## src/verilog/asri_pkg.sv

```systemverilog
package asri_pkg;
  // ==========================================
  // Geometry
  localparam int unsigned ADDR_W = 17;
  localparam int unsigned DATA_W = 24;
  // ==========================================
  // Timing (ns, us) and clock
  localparam real CLK_PERIOD_NS     = 20.0;
  localparam real POWER_SETTLE_US   = 100.0;
  localparam real READ_CYCLE_NS     = 10.0;
  localparam real ACCESS_NS         = 10.0;
  localparam real OE_ACCESS_NS      = 5.0;
  localparam real SELECT_TO_WE_NS   = 7.0;
  localparam real WRITE_CYCLE_NS    = 10.0;
  localparam real WE_TO_FLOAT_NS    = 5.0;
  localparam real DATA_SETUP_NS     = 5.5;
  localparam real DESELECT_RET_NS   = 0.0;
  // Least times round up, at least one cycle
  function automatic int unsigned cyc_up(input real ns);
    int unsigned c;
    c = int'($ceil(ns / CLK_PERIOD_NS));
    return (c < 1) ? 1 : c;
  endfunction
  localparam int unsigned POWER_SETTLE_CYC = cyc_up(POWER_SETTLE_US * 1000.0);
  localparam int unsigned READ_CYCLE_CYC   = cyc_up(READ_CYCLE_NS);
  localparam int unsigned ACCESS_CYC       = cyc_up(ACCESS_NS);
  localparam int unsigned WRITE_ACT_CYC    = cyc_up(SELECT_TO_WE_NS);
  localparam int unsigned WRITE_CYCLE_CYC  = cyc_up(WRITE_CYCLE_NS);
  localparam int unsigned WE_OE_LOW_CYC    = cyc_up(WE_TO_FLOAT_NS + DATA_SETUP_NS);
  localparam int unsigned RETENTION_CYC    = cyc_up(DESELECT_RET_NS);
  localparam int unsigned CNT_W            = 8;
  localparam logic [CNT_W-1:0] CNT_ONE     = 8'h01;
  localparam logic [CNT_W-1:0] CNT_ZERO    = 8'h00;
  typedef enum logic [1:0] {
    ASRI_CMD_READ,
    ASRI_CMD_WRITE,
    ASRI_CMD_SLEEP,
    ASRI_CMD_WAKE
  } asri_cmd_t;
endpackage : asri_pkg

```

## src/verilog/asri_ctrl.sv

```systemverilog
`timescale 1ns/1ps
`default_nettype none
// Summary of operation
// - Read holds write strobe high, selected, output enable low; sample data.
// - Write data held stable around the edge that ends the write.
// - Wait 100 us after power before the first access.
// - Reads spaced at least 10 ns; data sampled after 10 ns access.
// - Select held 7 ns before write end; writes spaced 10 ns.
// - Strobe write with output enable low needs 5 plus 5.5 ns.
// - Deselect before retention; stay deselected one read cycle after recovery.
module asri_ctrl
  import asri_pkg::*;
#(
  parameter int unsigned POWER_WAIT = POWER_SETTLE_CYC
) (
  // Clock and reset
  input  wire logic              mclk_in,
  input  wire logic              rst_b_in,
  // User request
  input  wire logic              req_valid_in,
  input  wire asri_cmd_t         req_cmd_in,
  input  wire logic [ADDR_W-1:0] req_addr_in,
  input  wire logic [DATA_W-1:0] req_wdata_in,
  output logic                   req_ready_out,
  output logic                   rsp_valid_out,
  output logic [DATA_W-1:0]      rsp_rdata_out,
  output logic                   retention_ok_out,
  // Memory pins
  output logic                   select_low_a_n_out,
  output logic                   select_high_b_out,
  output logic                   select_low_c_n_out,
  output logic                   oe_n_out,
  output logic                   we_n_out,
  output logic [ADDR_W-1:0]      addr_out,
  output logic [DATA_W-1:0]      data_pins_out,
  output logic                   data_pins_oe_out,
  input  wire logic [DATA_W-1:0] data_pins_in
);
  typedef enum logic [2:0] {
    ST_POWER,
    ST_IDLE,
    ST_READ,
    ST_WRITE,
    ST_WEND,
    ST_SLEEP,
    ST_RECOVER
  } asri_state_t;

  asri_state_t       state_q;
  logic [CNT_W-1:0]  cnt_q;
  logic [DATA_W-1:0] sync1_q;
  logic [DATA_W-1:0] sync2_q;
  logic              settle_done;
  logic              accept;

  // ==========================================
  // Power settle wait
  logic started_q;

  // Loaded once, in the first cycle after reset
  asri_wait_timer #(
    .WIDTH (24)
  ) u_power_timer (
    .mclk_in  (mclk_in),
    .rst_b_in (rst_b_in),
    .load_in  (!started_q),
    .count_in (24'(POWER_WAIT)),
    .done_out (settle_done)
  );

  always_ff @(posedge mclk_in or negedge rst_b_in) begin
    if (!rst_b_in) begin
      started_q <= 1'b0;
    end else begin
      started_q <= 1'b1;
    end
  end

  // ==========================================
  // Data pin synchroniser
  always_ff @(posedge mclk_in or negedge rst_b_in) begin
    if (!rst_b_in) begin
      sync1_q <= '0;
      sync2_q <= '0;
    end else begin
      sync1_q <= data_pins_in;
      sync2_q <= sync1_q;
    end
  end

  assign accept = req_valid_in && req_ready_out;

  // ==========================================
  // Sequencer
  always_ff @(posedge mclk_in or negedge rst_b_in) begin
    if (!rst_b_in) begin
      state_q <= ST_POWER;
      cnt_q   <= CNT_ZERO;
    end else begin
      unique case (state_q)
        ST_POWER: begin
          if (started_q && settle_done) begin
            state_q <= ST_IDLE;
          end
        end
        ST_IDLE: begin
          if (accept) begin
            unique case (req_cmd_in)
              ASRI_CMD_READ: begin
                state_q <= ST_READ;
                // Access plus two synchroniser stages
                cnt_q   <= CNT_W'(ACCESS_CYC + 2);
              end
              ASRI_CMD_WRITE: begin
                state_q <= ST_WRITE;
                cnt_q   <= CNT_W'(WRITE_ACT_CYC);
              end
              ASRI_CMD_SLEEP: begin
                state_q <= ST_SLEEP;
              end
              ASRI_CMD_WAKE: begin
                state_q <= ST_IDLE;
              end
            endcase
          end
        end
        ST_READ: begin
          if (cnt_q == CNT_ONE) begin
            state_q <= ST_IDLE;
          end
          cnt_q <= cnt_q - CNT_ONE;
        end
        ST_WRITE: begin
          if (cnt_q == CNT_ONE) begin
            state_q <= ST_WEND;
            // Data hold and cycle spacing after strobe rise
            cnt_q   <= CNT_W'(WRITE_CYCLE_CYC);
          end else begin
            cnt_q <= cnt_q - CNT_ONE;
          end
        end
        ST_WEND: begin
          if (cnt_q == CNT_ONE) begin
            state_q <= ST_IDLE;
          end
          cnt_q <= cnt_q - CNT_ONE;
        end
        ST_SLEEP: begin
          if (accept && req_cmd_in == ASRI_CMD_WAKE) begin
            state_q <= ST_RECOVER;
            cnt_q   <= CNT_W'(READ_CYCLE_CYC);
          end
        end
        ST_RECOVER: begin
          if (cnt_q == CNT_ONE) begin
            state_q <= ST_IDLE;
          end
          cnt_q <= cnt_q - CNT_ONE;
        end
        default: begin
          state_q <= ST_IDLE;
        end
      endcase
    end
  end

  // ==========================================
  // Request handshake
  always_ff @(posedge mclk_in or negedge rst_b_in) begin
    if (!rst_b_in) begin
      req_ready_out <= 1'b0;
    end else begin
      req_ready_out <= ((state_q == ST_IDLE) && !accept) ||
                       ((state_q == ST_SLEEP) && !accept) ||
                       ((state_q == ST_READ) && cnt_q == CNT_ONE) ||
                       ((state_q == ST_WEND) && cnt_q == CNT_ONE) ||
                       ((state_q == ST_RECOVER) && cnt_q == CNT_ONE) ||
                       ((state_q == ST_POWER) && started_q && settle_done);
    end
  end

  always_ff @(posedge mclk_in or negedge rst_b_in) begin
    if (!rst_b_in) begin
      retention_ok_out <= 1'b0;
    end else begin
      retention_ok_out <= (state_q == ST_SLEEP);
    end
  end

  // ==========================================
  // Read response
  always_ff @(posedge mclk_in or negedge rst_b_in) begin
    if (!rst_b_in) begin
      rsp_valid_out <= 1'b0;
      rsp_rdata_out <= '0;
    end else begin
      rsp_valid_out <= (state_q == ST_READ) && (cnt_q == CNT_ONE);
      if ((state_q == ST_READ) && (cnt_q == CNT_ONE)) begin
        rsp_rdata_out <= sync2_q;
      end
    end
  end

  // ==========================================
  // Pin drive
  always_ff @(posedge mclk_in or negedge rst_b_in) begin
    if (!rst_b_in) begin
      select_low_a_n_out <= 1'b1;
      select_high_b_out  <= 1'b0;
      select_low_c_n_out <= 1'b1;
      oe_n_out           <= 1'b1;
      we_n_out           <= 1'b1;
      addr_out           <= '0;
      data_pins_out      <= '0;
      data_pins_oe_out   <= 1'b0;
    end else begin
      // Access commands taken in sleep are ignored and must not select the chip
      if (accept && (state_q == ST_IDLE) &&
          (req_cmd_in == ASRI_CMD_READ || req_cmd_in == ASRI_CMD_WRITE)) begin
        addr_out <= req_addr_in;
        // Select and strobes assert together with the address
        select_low_a_n_out <= 1'b0;
        select_high_b_out  <= 1'b1;
        select_low_c_n_out <= 1'b0;
        if (req_cmd_in == ASRI_CMD_READ) begin
          oe_n_out         <= 1'b0;
          we_n_out         <= 1'b1;
          data_pins_oe_out <= 1'b0;
        end else begin
          oe_n_out         <= 1'b1;
          we_n_out         <= 1'b0;
          data_pins_out    <= req_wdata_in;
          data_pins_oe_out <= 1'b1;
        end
      end else if (state_q == ST_WRITE && cnt_q == CNT_ONE) begin
        // Strobe ends the write; select and data stay one more cycle
        we_n_out <= 1'b1;
      end else if ((state_q == ST_READ && cnt_q == CNT_ONE) ||
                   (state_q == ST_WEND && cnt_q == CNT_ONE)) begin
        select_low_a_n_out <= 1'b1;
        select_high_b_out  <= 1'b0;
        select_low_c_n_out <= 1'b1;
        oe_n_out           <= 1'b1;
        data_pins_oe_out   <= 1'b0;
      end
    end
  end

  // ==========================================
  // Checks
  AST_NO_ACCESS_BEFORE_SETTLE: assert property (@(posedge mclk_in) disable iff (!rst_b_in)
    (state_q == ST_POWER) |-> select_low_a_n_out)
    else $error("access before power settle");
  AST_READ_STROBES: assert property (@(posedge mclk_in) disable iff (!rst_b_in)
    (!oe_n_out) |-> (we_n_out && !select_low_a_n_out && select_high_b_out && !data_pins_oe_out))
    else $error("read strobes wrong");
  AST_WRITE_OE_HIGH: assert property (@(posedge mclk_in) disable iff (!rst_b_in)
    (!we_n_out) |-> (oe_n_out && data_pins_oe_out))
    else $error("write without output enable high");
  AST_WRITE_HELD_SELECT: assert property (@(posedge mclk_in) disable iff (!rst_b_in)
    $fell(we_n_out) |-> !select_low_a_n_out ##1 ($rose(we_n_out) && !select_low_a_n_out))
    else $error("write select window wrong");
  AST_DATA_HOLD: assert property (@(posedge mclk_in) disable iff (!rst_b_in)
    $rose(we_n_out) |-> data_pins_oe_out && $stable(data_pins_out))
    else $error("write data changed at write end");
  AST_NO_SELECT_SLEEP: assert property (@(posedge mclk_in) disable iff (!rst_b_in)
    retention_ok_out |-> select_low_a_n_out && !select_high_b_out)
    else $error("selected during retention");
  AST_READ_RESPONSE: assert property (@(posedge mclk_in) disable iff (!rst_b_in)
    $fell(oe_n_out) |-> ##3 rsp_valid_out)
    else $error("read response timing wrong");
  AST_DESELECT_AFTER: assert property (@(posedge mclk_in) disable iff (!rst_b_in)
    rsp_valid_out |-> select_low_a_n_out && oe_n_out)
    else $error("still selected after read");
endmodule : asri_ctrl
`default_nettype wire

```

## src/verilog/asri_wait_timer.sv

```systemverilog
`timescale 1ns/1ps
`default_nettype none
module asri_wait_timer
  import asri_pkg::*;
#(
  parameter int unsigned WIDTH = 24
) (
  // Clock and reset
  input  wire logic             mclk_in,
  input  wire logic             rst_b_in,
  // Control
  input  wire logic             load_in,
  input  wire logic [WIDTH-1:0] count_in,
  // Status
  output logic                  done_out
);
  logic [WIDTH-1:0] remain_q;

  // ==========================================
  // Down counter, done while zero
  always_ff @(posedge mclk_in or negedge rst_b_in) begin
    if (!rst_b_in) begin
      remain_q <= '0;
    end else if (load_in) begin
      remain_q <= count_in;
    end else if (remain_q != '0) begin
      remain_q <= remain_q - WIDTH'(1);
    end
  end

  always_ff @(posedge mclk_in or negedge rst_b_in) begin
    if (!rst_b_in) begin
      done_out <= 1'b0;
    end else begin
      done_out <= !load_in && (remain_q <= WIDTH'(1));
    end
  end
endmodule : asri_wait_timer
`default_nettype wire
```

## config.mk

```make
export PLATFORM = sky130hd
export DESIGN_NAME = asri_ctrl
export DESIGN_NICKNAME = d
export VERILOG_FILES = /design/src/verilog/asri_pkg.sv /design/src/verilog/asri_ctrl.sv /design/src/verilog/asri_wait_timer.sv
export SDC_FILE = /design/constraint.sdc
export NUM_CORES = 1
export LEC_CHECK = 0
export BUFFER_PORTS_ARGS = -buffer_cell sky130_fd_sc_hd__buf_2
export CELL_PAD_IN_SITES_DETAIL_PLACEMENT = 0
export CELL_PAD_IN_SITES_GLOBAL_PLACEMENT = 1
export CORE_MARGIN = 2
export CORE_UTILIZATION = 46
export CTS_CLUSTER_SIZE = 8
export DETAILED_ROUTE_END_ITERATION = 10
export PLACE_DENSITY = 0.91
export SLEW_MARGIN = 25
export SYNTH_ARGS = -nofsm -noshare
export SYNTH_HDL_FRONTEND = slang
export SYNTH_SLANG_ARGS = --single-unit
```

## constraint.sdc

```tcl
create_clock -name mclk_in -period 3.5 [get_ports mclk_in]
set_input_delay 0.525 -clock mclk_in [delete_from_list [all_inputs] [get_ports mclk_in]]
set_output_delay 0.525 -clock mclk_in [all_outputs]
set_load 0.1 [all_outputs]
```

# Yosys cells after proc, flatten, opt, wreduce, memory -nomap -nowiden
# Index checks and enable logic that the tools add are counted.
[totals]
reg_bits = 158
input_bits = 70
out_inout_bits = 74
elab_cells = 99
[op_classes]
n_addsub = 2
n_lt_le_gt_ge = 1
n_eq_ne = 18
muxes = 26
bitwise = 1
n_reduce_logical = 33
[ops]
columns = ["cell", "count"]
rows = [
  ["$mux W24", 2],
  ["$pmux W8 S4", 1],
  ["$le A24 B1 Y1 const B", 1],
  ["$mux W8", 3],
  ["$reduce_bool A24 Y1", 1],
  ["$sub A24 B1 Y24 const B", 1],
  ["$pmux W8 S2", 1],
  ["$mux W3", 5],
  ["$pmux W3 S5", 1],
  ["$logic_and A1 B1 Y1", 14],
  ["$mux W1", 12],
  ["$pmux W3 S4", 1],
  ["$ne A2 B2 Y1 const B", 5],
  ["$eq A3 B3 Y1 const B", 3],
  ["$eq A8 B1 Y1 const B", 1],
  ["$sub A8 B1 Y8 const B", 1],
  ["$logic_or A1 B1 Y1", 7],
  ["$eq A3 B2 Y1 const B", 2],
  ["$reduce_and A5 Y1", 1],
  ["$eq A2 B2 Y1 const B", 2],
  ["$ne A2 B1 Y1 const B", 2],
  ["$reduce_and A2 Y1", 2],
  ["$reduce_and A4 Y1", 1],
  ["$reduce_bool A2 Y1", 2],
  ["other kinds (9)", 9],
]

# Longest topological paths before layout
[logic_depth]
ltp_word = 8
depth_mapped = 8
mapped_depth_nobuf = 6

# Modules after synthesis
# A second synthesis with hierarchy kept.
[hier_totals]
hier_cells = 487
hier_area_um2 = 6284.8
[by_module_without_submodules]
columns = ["mod", "n_inst", "cells_per_inst", "area_per_inst_um2", "seq_area_each_um2"]
rows = [
  ["asri_ctrl", 1, 331, 4699.5, 3331.9],
  ["asri_wait_timer", 1, 156, 1585.3, 625.6],
]

# Least setup slack after synthesis
# No wires, ideal clock.
[synth_timing]
path_type = "register to register"
start = "register req_ready_out"
end = "register data_pins_out[10]"
setup_ns = 0.126
t_arrival_ns = 2.138
required_time_ns = 3.374
slack_ns = 1.237
path_stages_with_launch = 6
synth_period_minus_slack_ns = 2.263
path_cell_list = "dfrtp_1 -> nand2_1 -> nor4_2 -> nand2_1 -> buf_2 -> mux2_2"
[synth_between]
elab_chain_len = 4
[synth_lines]
columns = ["element", "line", "source"]
rows = [
  ["from (decl)", "asri_ctrl.sv:24", "output logic req_ready_out,"],
  ["from (signal assigned)", "asri_ctrl.sv:173", "req_ready_out <= ((state_q == ST_IDLE) && !accept) ||"],
  ["$logic_and A1 B1 Y1", "asri_ctrl.sv:91", "assign accept = req_valid_in && req_ready_out;"],
  ["$logic_and A1 B1 Y1 (2 in series)", "asri_ctrl.sv:218", "if (accept && (state_q == ST_IDLE) &&"],
  ["$reduce_and A2 Y1 (no line)", "--", ""],
  ["to (signal assigned)", "asri_ctrl.sv:232", "data_pins_out <= req_wdata_in;"],
  ["to (decl)", "asri_ctrl.sv:35", "output logic [DATA_W-1:0] data_pins_out,"],
]
# Every way passes these cells.
# A chain may end at the register's enable or synchronous reset.

# Worst setup path after layout
[layout_timing]
start = "register u_power_timer.remain_q[0]"
end = "register u_power_timer.remain_q[9]"
[layout_between]
elab_chain_len = 3
elab_cells_between_ends = 5
[layout_lines]
columns = ["element", "line", "source"]
rows = [
  ["from (decl)", "asri_wait_timer.sv:17", "logic [WIDTH-1:0] remain_q;"],
  ["from (signal assigned)", "asri_wait_timer.sv:25", "remain_q <= count_in;"],
  ["from (signal assigned)", "asri_wait_timer.sv:27", "remain_q <= remain_q - WIDTH'(1);"],
  ["$sub A24 B1 Y24", "asri_wait_timer.sv:27", ""],
  ["$mux W24", "asri_wait_timer.sv:26", "end else if (remain_q != '0) begin"],
  ["$mux W24", "asri_wait_timer.sv:24", "end else if (load_in) begin"],
]
# Parallel ways exist; a longest one is shown, timed or not. The select of a mux whose other input is x is not followed.

==> metrics.txt <==
run status=finished clean; Fin Clk Skew=0.007199 ns; # rows=42; Worst Path Arrival=2.82 ns; pwr dens=about 490 mW/mm^2; Synth warnings=0; Initial Util=a little under half; commonest non-fill, non-tap cells in the layout=155 x dfrtp_1, 142 x buf_2, 76 x nand2_1; H-tree levels=4; commonest non-fill, non-tap cell in the layout=dfrtp_1; 1st-iter DRT viols=324; initial antenna violation count=0; Max-slew headroom=between 40% and 50%; share of cells above drive strength 1=about two fifths; PortBufs=143; largest net degree at the start of global routing=approximately 70; Longest Clk Path Bufs=2; Die Wd=between 100 and 150 um; syn_nets=570; maxcap violations=0; grt total ovfl=0; via count=roughly 4200; Post-Syn Area=roughly 0.0063 mm^2; worst endpoint required time=3.80 ns; Post-synth EDFFs=0; root buf cell=clkbuf_16; # resized after CTS=0; clk_lat worst skew=around 0.42 ns; fin worst setup slack=0.9811 ns; hold buffers post-CTS=0; critical path class=reg2reg; unrepaired setup endpoints after global routing=no; Hold WS=between 0.08 and 0.09 ns; Layout area overhead=22.80%; CTS clk-pin slew, worst paths=~0.070 ns; cts bufs inserted=17; Ant. Diodes=0; routed wl met2=approximately 6500 um; Max IR drop VDD=between 0.0002 and 0.0003 V; final period utilization=about 70%; highest routed metal layer=met4; routability cong.=between 0.7 and 0.8; Vias/cell=about 5; Leak Pwr=about 4.0 nW; global-route wire length before repair=about 21000 um; Die H=approximately 120 um; Worst Tran Pin Value=between 0.8 and 0.9 ns; HPWL Detailed=8479 um; distinct cell type count of the synthesized netlist=57; Fin Setup TNS=0 ns; Synth Instances=~500; Total GRT Usage=~18%; minimum period implied by the final worst setup slack=roughly 2.5 ns; Post-Syn Area per Cell=12.66 um^2; asr flop ratio synth=100.0%; nets=about 710; Die ar.=about 0.015 mm^2; CP startpoint kind=register; final wirelength=around 12000 um; Final Max Tran Viols=0; wire per inst=around 15 um; met3 WL post-DR=slightly above 500 um; CTS Sinks=roughly 160; ANT nets after route=0; Seq/Total Area, Yosys=63.15%; Met1 Wirelength=around 5300 um; router iterations before antenna repair=4; Post-CTS Setup Bufs=0; Core Footprint=0.01330 mm^2; fmax=0.3970 GHz; Hold Crit Class=in2async; Post-Place Setup Slack=0.8680 ns; CTS tree=yes; I/O pin cnt=between 100 and 150; endpoints failing hold=0; # setup viols final=0; Synth Register Bits=roughly 160; DRC viols=0; Worst setup EP type=register; worst-path fanout max=18; vias in the first global route=around 4400; prevailing post-synth register cell=dfrtp_1
==> sequential cells by signal (all words and copies together) (netlist names), 3 cells and up <==
signal                  count
sync1_q                    24
sync2_q                    24
data_pins_out              24
addr_out                   17
u_power_timer.remain_q     24
state_q                     3
cnt_q                       8
rsp_rdata_out              24
==> worst paths after layout <==
check | startpoint | slack [ns] | cells past startpoint | end
min | rst_b_in | 0.09 | 1 | data_pins_out[13]
max | u_power_timer.remain_q[0] | 0.98 | 6 | u_power_timer.remain_q[9]
max reg2reg | u_power_timer.remain_q[0] | 0.98 | 6 | u_power_timer.remain_q[9]
min reg2reg | sync1_q[11] | 0.35 | 0 | sync2_q[11]
max in group asynchronous | rst_b_in | 2.53 | 2 | select_low_c_n_out
min in group mclk_in | data_pins_in[8] | 0.21 | 1 | sync1_q[8]
==> layout make-up <==
cell class	instances	area, um^2
fillers	1052	5599
flip-flops and latches	158	3958
multi-input cells	303	2158
repair buffers	147	764.5
clock buffers	18	429.2
well taps	176	220.2
clock inverters	14	128.9
inverters	10	37.54
==> stage by stage <==
stage / instance area [um^2] / cells / utilization [%] / power [mW]
5_1_grt: 7696 / 826 / 57.89 / 3.917
6_report: 7696 / 826 / 57.89 / 3.769
3_5_place_dp: 7134 / 794 / 53.66 / 2.091
3_3_place_gp: 7134 / 794 / 53.66 / 2.081
2_1_floorplan: 6267 / 495 / - / 1.994
4_1_cts: 7692 / 826 / 57.86 / 3.807
==> layer usage <==
layer | GRT usage (%) | up-vias
li1 | - | 2012
met3 | 4.717 | 10
met1 | 22.00 | 2113
met4 | 5.523 | 0
met5 | 0 | -
met2 | 30.54 | 95
==> worst max-delay path: stages, from the launching register on <==
cell and delay [ns]:
dfrtp_1 0.43, inv_1 0.14, ha_1 0.15, or4b_1 0.54, nor4_4 0.67, a21oi_1 0.17
mux2_2 0.30
==> cells in the mapped netlist (2+ instances only) <==
| cell type | n | area share, % |
|---|---|---|
| a221o_1 | 2 | 0.32 |
| a311oi_1 | 2 | 0.28 |
| or3_1 | 11 | 1.1 |
| nand3_1 | 3 | 0.24 |
| inv_1 | 10 | 0.60 |
| a2111oi_0 | 2 | 0.28 |
| dfstp_2 | 3 | 1.3 |
| ha_1 | 5 | 1.0 |
| nor2_1 | 10 | 0.60 |
| xor2_1 | 3 | 0.42 |
| nand3b_1 | 2 | 0.24 |
| and2_1 | 2 | 0.20 |
| dfrtp_1 | 155 | 62 |
| a21o_1 | 2 | 0.24 |
| nor3_1 | 7 | 0.56 |
| a22o_1 | 3 | 0.42 |
| nand4_1 | 3 | 0.30 |
| and3_1 | 3 | 0.30 |
| buf_2 | 5 | 0.40 |
| buf_6 | 3 | 0.54 |
| nor4_1 | 4 | 0.40 |
| nand2_1 | 77 | 4.6 |
| nor3b_1 | 2 | 0.24 |
| mux2_2 | 55 | 9.9 |
| buf_4 | 2 | 0.24 |
| nor4_4 | 4 | 1.4 |
| mux2i_1 | 9 | 1.4 |
| a21boi_0 | 2 | 0.24 |
| o21ai_0 | 9 | 0.72 |
| or4_1 | 6 | 0.72 |
| a21oi_1 | 24 | 1.9 |
| nand2b_1 | 19 | 1.9 |
| o22ai_1 | 2 | 0.20 |
| or4_4 | 2 | 0.36 |
| clkbuf_1 | 13 | 0.78 |
| a221oi_1 | 2 | 0.28 |
| o31ai_1 | 7 | 0.84 |
==> power breakdown <==
group          internal [mW]  switching [mW]
combinational         0.0664          0.0927
clock                  0.935           0.781
sequential              1.87          0.0287
==> logic make-up after synthesis <==
kind of cell,share of synthesized area [%]
and+or+nand+nor,14.55
xor gates and xnor gates,0.5591
AOI/OAI and AO/OA,6.748
muxes,11.32
other,0.05983
adders and majority gates,0.9982
DFF,63.15
buffers and inverters,2.615
Note: power is estimated with default switching activity, not from simulation.
